[src/stmc_pkg.sv]
// constants shared by the standard timer block
package stmc_pkg;
    // register offsets on the byte-wide register port
    localparam logic [2:0] ADDR_CLOCK_CTRL = 3'h0;
    localparam logic [2:0] ADDR_MODE_PIN = 3'h1;
    localparam logic [2:0] ADDR_CNT_LOW = 3'h2;
    localparam logic [2:0] ADDR_CNT_HIGH = 3'h3;
    localparam logic [2:0] ADDR_CMPA_LOW = 3'h4;
    localparam logic [2:0] ADDR_CMPA_HIGH = 3'h5;
    localparam logic [2:0] ADDR_CMPP = 3'h6;
    localparam logic [2:0] ADDR_FLAGS = 3'h7;

    // timer_clock_control fields
    localparam int BIT_PAUSE = 7;
    localparam int CKSEL_HI = 6;
    localparam int CKSEL_LO = 4;
    localparam int BIT_ON = 3;

    // timer_mode_pin_control fields
    localparam int MODE_HI = 7;
    localparam int MODE_LO = 6;
    localparam int ACT_HI = 5;
    localparam int ACT_LO = 4;
    localparam int BIT_INIT = 3;
    localparam int BIT_INV = 2;
    localparam int BIT_SWAP = 1;
    localparam int BIT_CLRSRC = 0;

    // flag register fields
    localparam int BIT_FLAG_A = 0;
    localparam int BIT_FLAG_P = 1;

    // reset values
    localparam logic [7:0] RST_BYTE = 8'h00;
    localparam logic [15:0] RST_WORD = 16'h0000;
    localparam logic [2:0] RST_CKSEL = 3'h0;
    localparam logic [1:0] RST_MODE = 2'h0;

    // operating modes
    localparam logic [1:0] MODE_CMP = 2'h0;
    localparam logic [1:0] MODE_UNDEF = 2'h1;
    localparam logic [1:0] MODE_PWM = 2'h2;
    localparam logic [1:0] MODE_TIMER = 2'h3;

    // pin actions
    localparam logic [1:0] ACT_00 = 2'h0;
    localparam logic [1:0] ACT_01 = 2'h1;
    localparam logic [1:0] ACT_10 = 2'h2;
    localparam logic [1:0] ACT_11 = 2'h3;

    // clock select codes
    localparam logic [2:0] CK_SYS_DIV4 = 3'h0;
    localparam logic [2:0] CK_SYS = 3'h1;
    localparam logic [2:0] CK_H_DIV16 = 3'h2;
    localparam logic [2:0] CK_H_DIV64 = 3'h3;
    localparam logic [2:0] CK_SUB_A = 3'h4;
    localparam logic [2:0] CK_SUB_B = 3'h5;

    // prescaler terminal counts
    localparam logic [5:0] DIV4_MASK = 6'h03;
    localparam logic [5:0] DIV16_MASK = 6'h0F;
    localparam logic [5:0] DIV64_MASK = 6'h3F;
    localparam logic [5:0] DIV_ONE = 6'h01;
    localparam logic [7:0] ZERO_BYTE = 8'h00;
endpackage

[src/stmc_compare.sv]
// comparator A, comparator P and duty comparisons
module stmc_compare import stmc_pkg::*; (
    // counter and compare values
    input wire logic [15:0] cnt,
    input wire logic [15:0] cmp_a,
    input wire logic [7:0] cmp_p,
    // results
    output logic [15:0] cnt_inc,
    output logic hit_a,
    output logic hit_p,
    output logic duty_a,
    output logic duty_p
);
    assign cnt_inc = cnt + 16'h0001;
    // a zero value matches at the wrap to zero, i.e. overflow
    assign hit_p = (cnt_inc[15:8] == cmp_p) && (cnt_inc[7:0] == ZERO_BYTE);
    // a zero comparator A value never matches
    assign hit_a = (cnt_inc == cmp_a) && (cmp_a != RST_WORD);
    // duty at or above the period gives a full active level
    assign duty_a = (cnt < cmp_a);
    assign duty_p = (cmp_p == ZERO_BYTE) || (cnt[15:8] < cmp_p);
endmodule // stmc_compare

[src/stmc_prescale.sv]
// timer clock tick generator selected by the clock-select field
module stmc_prescale import stmc_pkg::*; (
    // clock and reset
    input wire logic clk,
    input wire logic rst_n,
    // selection and sub clock tick
    input wire logic [2:0] clk_sel,
    input wire logic sub_tick,
    // one-cycle timer tick
    output logic tick
);
    logic [5:0] div_reg;
    logic tick_next;

    // free-running divider; the high clock is taken to be the system clock
    always_ff @(posedge clk or negedge rst_n) begin
        if (!rst_n) begin
            div_reg <= 6'h00;
        end else begin
            div_reg <= div_reg + DIV_ONE;
        end
    end

    always_comb begin
        tick_next = 1'b0;
        case (clk_sel)
            CK_SYS_DIV4: tick_next = (div_reg[1:0] == DIV4_MASK[1:0]);
            CK_SYS: tick_next = 1'b1;
            CK_H_DIV16: tick_next = (div_reg[3:0] == DIV16_MASK[3:0]);
            CK_H_DIV64: tick_next = (div_reg == DIV64_MASK);
            CK_SUB_A, CK_SUB_B: tick_next = sub_tick;
            default: tick_next = 1'b0; // undefined codes stop the counter
        endcase
    end

    always_ff @(posedge clk or negedge rst_n) begin
        if (!rst_n) begin
            tick <= 1'b0;
        end else begin
            tick <= tick_next;
        end
    end
endmodule // stmc_prescale

[src/stmc_timer.sv]
// standard 16-bit timer with compare, pwm and single pulse output
// Functional notes
// - mode field: 00 compare, 10 pwm or single pulse, 11 timer
// - in timer mode the output pin is not driven
// - compare mode A match: keep, drive low, drive high or toggle
// - pwm modes: force inactive, force active, pwm, single pulse
// - in compare mode, rising counter_on returns the pin to its initial level
// - compare mode initial level bit sets the pre-match pin level
// - pwm initial level bit sets active polarity
// - single pulse level on counter_on rise comes from initial bit
// - initial and invert bits do nothing in timer mode
// - invert bit inverts the output pin
// - swap bit exchanges period and duty roles of the compare values
// - clear source: A match, or else P match or overflow
// - overflow clearing only with zero P value, counter wraps
// - clear source ignored in pwm and single pulse modes
// - counter readable as two zero-reset read-only bytes
// - comparator A value held in two zero-reset writable bytes
// - P value against top byte, period n*256 or 65536 clocks
// - three low bits of clock control read as zero
// - counter_on rise clears and starts, fall stops and holds
// - matches set A and P flags, no P flag in single pulse mode or with A clearing in compare and timer modes
// - clock select field chooses the timer clock source
// - pause holds the counter, clearing it resumes counting
module stmc_timer import stmc_pkg::*; (
    // clock and reset
    input wire logic mclk,
    input wire logic reset_n,
    // register port
    input wire logic [2:0] reg_addr,
    input wire logic [7:0] reg_wdata,
    input wire logic reg_wr,
    input wire logic reg_rd,
    output logic [7:0] reg_rdata,
    // sub clock tick, synchronous single-cycle pulse
    input wire logic sub_clk_tick,
    // output pin
    output logic timer_out_pin,
    output logic timer_out_en,
    // match flags
    output logic match_a_flag,
    output logic match_p_flag
);
    logic rst_meta_reg;
    logic rst_n_sync;
    logic counter_pause;
    logic [2:0] clock_source_sel;
    logic counter_on;
    logic on_prev_reg;
    logic [1:0] op_mode_sel;
    logic [1:0] pin_action_sel;
    logic out_initial_level;
    logic out_invert;
    logic duty_period_swap;
    logic clear_source_sel;
    logic [15:0] cnt_reg;
    logic [15:0] compare_a_value;
    logic [7:0] compare_p_value;
    logic level_reg;
    logic level_next;
    logic tick;
    logic [15:0] cnt_inc;
    logic hit_a;
    logic hit_p;
    logic duty_a;
    logic duty_p;
    logic on_rise;
    logic run;
    logic pwm_family;
    logic single_pulse;
    logic clr;
    logic set_a;
    logic set_p;
    logic pwm_active;
    logic wr_ctrl0;
    logic wr_flags;

    // reset release through two flops; assertion is immediate
    always_ff @(posedge mclk or negedge reset_n) begin
        if (!reset_n) begin
            rst_meta_reg <= 1'b0;
            rst_n_sync <= 1'b0;
        end else begin
            rst_meta_reg <= 1'b1;
            rst_n_sync <= rst_meta_reg;
        end
    end

    stmc_prescale u_prescale (
        .clk(mclk),
        .rst_n(rst_n_sync),
        .clk_sel(clock_source_sel),
        .sub_tick(sub_clk_tick),
        .tick(tick)
    );

    stmc_compare u_compare (
        .cnt(cnt_reg),
        .cmp_a(compare_a_value),
        .cmp_p(compare_p_value),
        .cnt_inc(cnt_inc),
        .hit_a(hit_a),
        .hit_p(hit_p),
        .duty_a(duty_a),
        .duty_p(duty_p)
    );

    // decoded control terms
    assign wr_ctrl0 = reg_wr && (reg_addr == ADDR_CLOCK_CTRL);
    assign wr_flags = reg_wr && (reg_addr == ADDR_FLAGS);
    assign on_rise = counter_on && !on_prev_reg;
    assign run = tick && counter_on && !counter_pause && !on_rise;
    assign pwm_family = (op_mode_sel == MODE_PWM);
    assign single_pulse = pwm_family && (pin_action_sel == ACT_11);

    // counter clear choice per mode
    always_comb begin
        if (single_pulse) begin
            clr = 1'b0; // single pulse stops by dropping counter_on instead
        end else if (pwm_family) begin
            clr = duty_period_swap ? hit_a : hit_p;
        end else begin
            clr = clear_source_sel ? hit_a : hit_p;
        end
    end

    assign set_a = run && hit_a;
    assign set_p = run && hit_p && !single_pulse && (pwm_family || !clear_source_sel);

    assign pwm_active = duty_period_swap ? duty_p : duty_a;

    // clock control register; hardware clears counter_on at the end of a pulse
    always_ff @(posedge mclk or negedge rst_n_sync) begin
        if (!rst_n_sync) begin
            counter_pause <= 1'b0;
            clock_source_sel <= RST_CKSEL;
            counter_on <= 1'b0;
        end else if (wr_ctrl0) begin
            counter_pause <= reg_wdata[BIT_PAUSE];
            clock_source_sel <= reg_wdata[CKSEL_HI:CKSEL_LO];
            counter_on <= reg_wdata[BIT_ON];
        end else if (single_pulse && set_a) begin
            counter_on <= 1'b0;
        end
    end

    // edge detector for counter_on
    always_ff @(posedge mclk or negedge rst_n_sync) begin
        if (!rst_n_sync) begin
            on_prev_reg <= 1'b0;
        end else begin
            on_prev_reg <= counter_on;
        end
    end

    // mode and pin control register
    always_ff @(posedge mclk or negedge rst_n_sync) begin
        if (!rst_n_sync) begin
            op_mode_sel <= RST_MODE;
            pin_action_sel <= ACT_00;
            out_initial_level <= 1'b0;
            out_invert <= 1'b0;
            duty_period_swap <= 1'b0;
            clear_source_sel <= 1'b0;
        end else if (reg_wr && (reg_addr == ADDR_MODE_PIN)) begin
            op_mode_sel <= reg_wdata[MODE_HI:MODE_LO];
            pin_action_sel <= reg_wdata[ACT_HI:ACT_LO];
            out_initial_level <= reg_wdata[BIT_INIT];
            out_invert <= reg_wdata[BIT_INV];
            duty_period_swap <= reg_wdata[BIT_SWAP];
            clear_source_sel <= reg_wdata[BIT_CLRSRC];
        end
    end

    always_ff @(posedge mclk or negedge rst_n_sync) begin
        if (!rst_n_sync) begin
            compare_a_value <= RST_WORD;
        end else if (reg_wr && (reg_addr == ADDR_CMPA_LOW)) begin
            compare_a_value[7:0] <= reg_wdata;
        end else if (reg_wr && (reg_addr == ADDR_CMPA_HIGH)) begin
            compare_a_value[15:8] <= reg_wdata;
        end
    end

    // comparator P value
    always_ff @(posedge mclk or negedge rst_n_sync) begin
        if (!rst_n_sync) begin
            compare_p_value <= RST_BYTE;
        end else if (reg_wr && (reg_addr == ADDR_CMPP)) begin
            compare_p_value <= reg_wdata;
        end
    end

    // clear on start, hold while off
    always_ff @(posedge mclk or negedge rst_n_sync) begin
        if (!rst_n_sync) begin
            cnt_reg <= RST_WORD;
        end else if (on_rise) begin
            cnt_reg <= RST_WORD;
        end else if (run) begin
            cnt_reg <= clr ? RST_WORD : cnt_inc;
        end
    end

    // match flags: write one to clear, a set in the same cycle wins
    always_ff @(posedge mclk or negedge rst_n_sync) begin
        if (!rst_n_sync) begin
            match_a_flag <= 1'b0;
            match_p_flag <= 1'b0;
        end else begin
            match_a_flag <= set_a || (match_a_flag && !(wr_flags && reg_wdata[BIT_FLAG_A]));
            match_p_flag <= set_p || (match_p_flag && !(wr_flags && reg_wdata[BIT_FLAG_P]));
        end
    end

    // internal mode output before inversion
    always_comb begin
        level_next = level_reg;
        case (op_mode_sel)
            MODE_CMP: begin
                if (on_rise) begin
                    level_next = out_initial_level;
                end else if (set_a) begin
                    case (pin_action_sel)
                        ACT_01: level_next = 1'b0;
                        ACT_10: level_next = 1'b1;
                        ACT_11: level_next = !level_reg;
                        default: level_next = level_reg;
                    endcase
                end
            end
            MODE_PWM: begin
                // initial bit is the active level
                case (pin_action_sel)
                    ACT_00: level_next = !out_initial_level;
                    ACT_01: level_next = out_initial_level;
                    ACT_10: level_next = pwm_active ? out_initial_level : !out_initial_level;
                    // pulse active while counter_on stays high
                    default: level_next = counter_on ? out_initial_level : !out_initial_level;
                endcase
            end
            // timer and undefined modes leave the level alone
            default: level_next = level_reg;
        endcase
    end

    always_ff @(posedge mclk or negedge rst_n_sync) begin
        if (!rst_n_sync) begin
            level_reg <= 1'b0;
        end else begin
            level_reg <= level_next;
        end
    end

    // pin flops; the pin is released in timer and undefined modes
    always_ff @(posedge mclk or negedge rst_n_sync) begin
        if (!rst_n_sync) begin
            timer_out_pin <= 1'b0;
            timer_out_en <= 1'b0;
        end else begin
            timer_out_en <= (op_mode_sel == MODE_CMP) || pwm_family;
            if ((op_mode_sel == MODE_CMP) || pwm_family) begin
                timer_out_pin <= level_next ^ out_invert;
            end
        end
    end

    // registered read data, valid the cycle after the read strobe
    always_ff @(posedge mclk or negedge rst_n_sync) begin
        if (!rst_n_sync) begin
            reg_rdata <= RST_BYTE;
        end else if (reg_rd) begin
            if (reg_addr == ADDR_CLOCK_CTRL) begin
                reg_rdata <= {counter_pause, clock_source_sel, counter_on, 3'h0};
            end else if (reg_addr == ADDR_MODE_PIN) begin
                reg_rdata <= {op_mode_sel, pin_action_sel, out_initial_level, out_invert,
                              duty_period_swap, clear_source_sel};
            end else if (reg_addr == ADDR_CNT_LOW) begin
                reg_rdata <= cnt_reg[7:0];
            end else if (reg_addr == ADDR_CNT_HIGH) begin
                reg_rdata <= cnt_reg[15:8];
            end else if (reg_addr == ADDR_CMPA_LOW) begin
                reg_rdata <= compare_a_value[7:0];
            end else if (reg_addr == ADDR_CMPA_HIGH) begin
                reg_rdata <= compare_a_value[15:8];
            end else if (reg_addr == ADDR_CMPP) begin
                reg_rdata <= compare_p_value;
            end else begin
                reg_rdata <= {6'h00, match_p_flag, match_a_flag};
            end
        end
    end
endmodule // stmc_timer

[config.mk]
export PLATFORM = sky130hd
export DESIGN_NAME = stmc_timer
export DESIGN_NICKNAME = d
export VERILOG_FILES = /design/src/stmc_pkg.sv /design/src/stmc_compare.sv /design/src/stmc_prescale.sv /design/src/stmc_timer.sv
export SDC_FILE = /design/constraint.sdc
export NUM_CORES = 1
export LEC_CHECK = 0
export ABC_AREA = 1
export BUFFER_PORTS_ARGS = -buffer_cell sky130_fd_sc_hd__buf_2
export CAP_MARGIN = 10
export CORE_MARGIN = 3
export CORE_UTILIZATION = 62
export CTS_CLUSTER_SIZE = 12
export DETAILED_ROUTE_END_ITERATION = 16
export PLACE_DENSITY = 0.84
export SLEW_MARGIN = 40
export SYNTH_ARGS = -nofsm -noshare
export SYNTH_HDL_FRONTEND = slang
export SYNTH_SLANG_ARGS = --single-unit
[constraint.sdc]
create_clock -name mclk -period 3 [get_ports mclk]
set_input_delay 0.6 -clock mclk [delete_from_list [all_inputs] [get_ports mclk]]
set_output_delay 0.6 -clock mclk [all_outputs]
set_load 0.02 [all_outputs]
==> impl_metrics.yaml <==
run_status:
  status: "complete, no violations"
clock_network:
  clock_sinks: 76
  post_cts_resized: 0
  hold_buffers: 0
  h-tree-depth: 3
  post_cts_buffers: 0
  numCtsBuffers: 9
  cts-root-buf: "clkbuf_8"
  clk_latency_ns: 0.36
  cts_tree: "built"
  clkTransAtPathRegs_ns: 0.10
  cts_buffer_depth: 2
floorplanning:
  die_area_um2: 9157
  io-pin-count: 28
  rows: 32
  fp.dieH_um: 95.69
  start_util_pct: 64.21
  chipWidth_um: 95.69
  coreArea_um2: 7767
pwr:
  pwr_density_cell_nw_per_um2: 567.3
  finalPower_uw: 3093
  max-vdd-ir-drop_mv: 0.4476
  cellLeakagePower_uw: 0.002697
synth:
  yosys.area.top_type: "dfrtp_1"
  avgSynthCellArea_um2: 7.145
  synth_top_area_share_pct: 38.13
  ys.warnings.count: 0
  async_flop_share_pct: 100.0
  synth_cell_types: 40
  synth_nets: 740
  ys_seq_area_share_pct: 38.13
  yosys-top-cells-area: "dfrtp_1 (38%), nand2_1 (16%), o21ai_0 (6.8%)"
  ys_seq_elements: 76
  ys.flop_type: "dfrtp_1"
  synthCells: 698
  synth_edf_count: 0
  synth_area_um2: 4987
sta:
  finalHoldViolCount: 0
  setup_viol: 0
  fin_skew_ns: 0.01455
  setup_tns_ns: 0
  period_share_pct: 95.24
  max_freq_mhz: 350.0
  maxSlewHeadroom_pct: 47.28
  rsz0062_at_grt: "false"
  tightest_slew_ns: 0.7908
  slew_violations: 0
  post-route-min-period_ns: 2.857
worst_setup_path:
  crit_path_start: "cnt_reg[0]"
  crit_type: "reg2reg"
  worstReg2RegStart: "cnt_reg[0]"
  slowest_stage: "dfrtp_1"
  reg2reg_depth: 13
  crit_chain: "ha_1 -> nand3_1 -> nor2_4 -> xor2_1 -> nand4_1 -> nor2_1 -> nand2_1 -> nor4_2 -> o2111ai_1 -> nand2_1 -> nand3_4 -> nand2_1 -> nand2_1"
  crit_fanout: 16
  crit_required_ns: 3.26
  path_common_cell: "nand2_1"
  worstReg2RegEnd: "cnt_reg[4]"
  critPathMaxStageDelay_ns: 0.48
  arrival_ns: 3.12
  cp-end-kind: "flip-flop"
  startpoint_type: "flip-flop"
  r2r_setup_slack_ns: 0.14
routing:
  vias_per_cell: 6.081
  ant_nets: 0
  drt_wl_total_mm: 15.30
  drc_errors: 0
  drt_pass1_iterations: 5
  wl_per_cell_um: 18.30
  num_vias: 5084
  drt_iter0_drc: 420
global_route:
  track_usage_pct: 35.29
  gr-total-overflow: 0
  grtUsageMet2_pct: 53.04
  grt_start_max_net_pins: 32
  use_met1_pct: 49.19
  grt_pass1_vias: 4675
  grt_pass1_wl_mm: 24.09
  antenna_found_initial: 0
  busiest_layer: "met2"
  use_met3_pct: 8.210
finish:
  n_antenna_cell: 0
  syn_to_final_growth_pct: 9.308
  drive_gt1_share_pct: 8.174
  final_common_cell: "nand2_1"
  final_nets: 771
  num-fill-cells: 683
  final_cell_mix: "nand2_1 (211), inv_1 (88), dfrtp_1 (75)"
min_path:
  hold_class: "reg2reg"
  whs_endpoint: "rst_n_sync"
  hp-start: "rst_meta_reg"
  hold_path_depth: 0
placement:
  io_buffers: 27
  dp_hpwl_mm: 11.79
  gp_congestion: 0.9966
run:
  cap_violations: 0
## per-layer routing
metal | wire [um] | vias up | part of all wire, %
li1 | - | 2374 | -
met1 | 6294 | 2376 | 41
met2 | 6778 | 284 | 44
met3 | 1631 | 50 | 11
met4 | 595 | 0 | 3.9
met5 | 0 | - | 0
## how the worst max path moves through the flow
| stage | to | slack, ns | cells past startpoint |
|---|---|---|---|
| floorplan | clear_source_sel | 0.73 | 0 |
| global placement | cnt_reg[15] | 0.32 | 13 |
| detailed placement | cnt_reg[4] | 0.27 | 13 |
| CTS | cnt_reg[4] | 0.23 | 13 |
| global route | cnt_reg[1] | 0.03 | 13 |
| finish | cnt_reg[4] | 0.14 | 13 |
## synthesized netlist by cell type (all sizes together) (4+ instances only)
master    n
a21oi    23
clkbuf    9
dfrtp    76
ha       26
inv      88
nand2   212
nand3    50
nand4    23
nor2     67
nor4      4
o211ai    7
o21ai    69
o221ai    5
o22ai     9
xor2      7
## metrics by stage
step / hold slack [ns] / cell area [um^2] / utilization [%] / setup WS [ns] / cells
after global placement: 0.3394 / 5224 / 67.25 / 0.3227 / 819
after detailed placement: 0.3378 / 5224 / 67.25 / 0.2711 / 819
after CTS: 0.005666 / 5441 / 70.05 / 0.2325 / 835
after floorplan: 0.3044 / 4987 / - / 0.7267 / 698
final: 0.3521 / 5451 / 70.18 / 0.1429 / 836
after global routing: 0.3675 / 5451 / 70.18 / 0.03195 / 836
## final cells by class
| type | instances | area [um^2] | area share (%) |
|---|---|---|---|
| sequential | 76 | 1903 | 34.91 |
| clock buffer | 9 | 123.9 | 2.272 |
| timing repair buffer | 31 | 167.7 | 3.076 |
| multi-input combinational | 522 | 2701 | 49.55 |
| tap | 102 | 127.6 | 2.341 |
| inverter | 89 | 334.1 | 6.128 |
| clock inverter | 7 | 93.84 | 1.721 |
## cells by family (layout without fill, tap and decap cells)
logic type      count (synthesis)  count (layout)  share of synthesized area, %
xor+xnor                       10              10                         2.032
fa+ha+maj                      26              26                         6.523
flops                          76              76                         38.13
other cells                     1               1                       0.07519
buf+inv                       100             136                         7.702
simple gates                  360             360                         31.21
compound gates                125             125                         14.33
## power breakdown
part	total (uW)	internal (uW)	switching, uW
logic	846	284	562
registers	1370	1170	202
clock network	875	408	467
## critical path, delay by kind of cell (launching register included)
kind                     cells  cell delay, ns
flip-flops                   1            0.48
AO/OA/AOI/OAI                1            0.18
AND/OR/NAND/NOR             10            1.57
adder cells (fa/ha/maj)      1            0.24
XOR/XNOR                     1            0.27
Power figures use the tool's default switching activity.
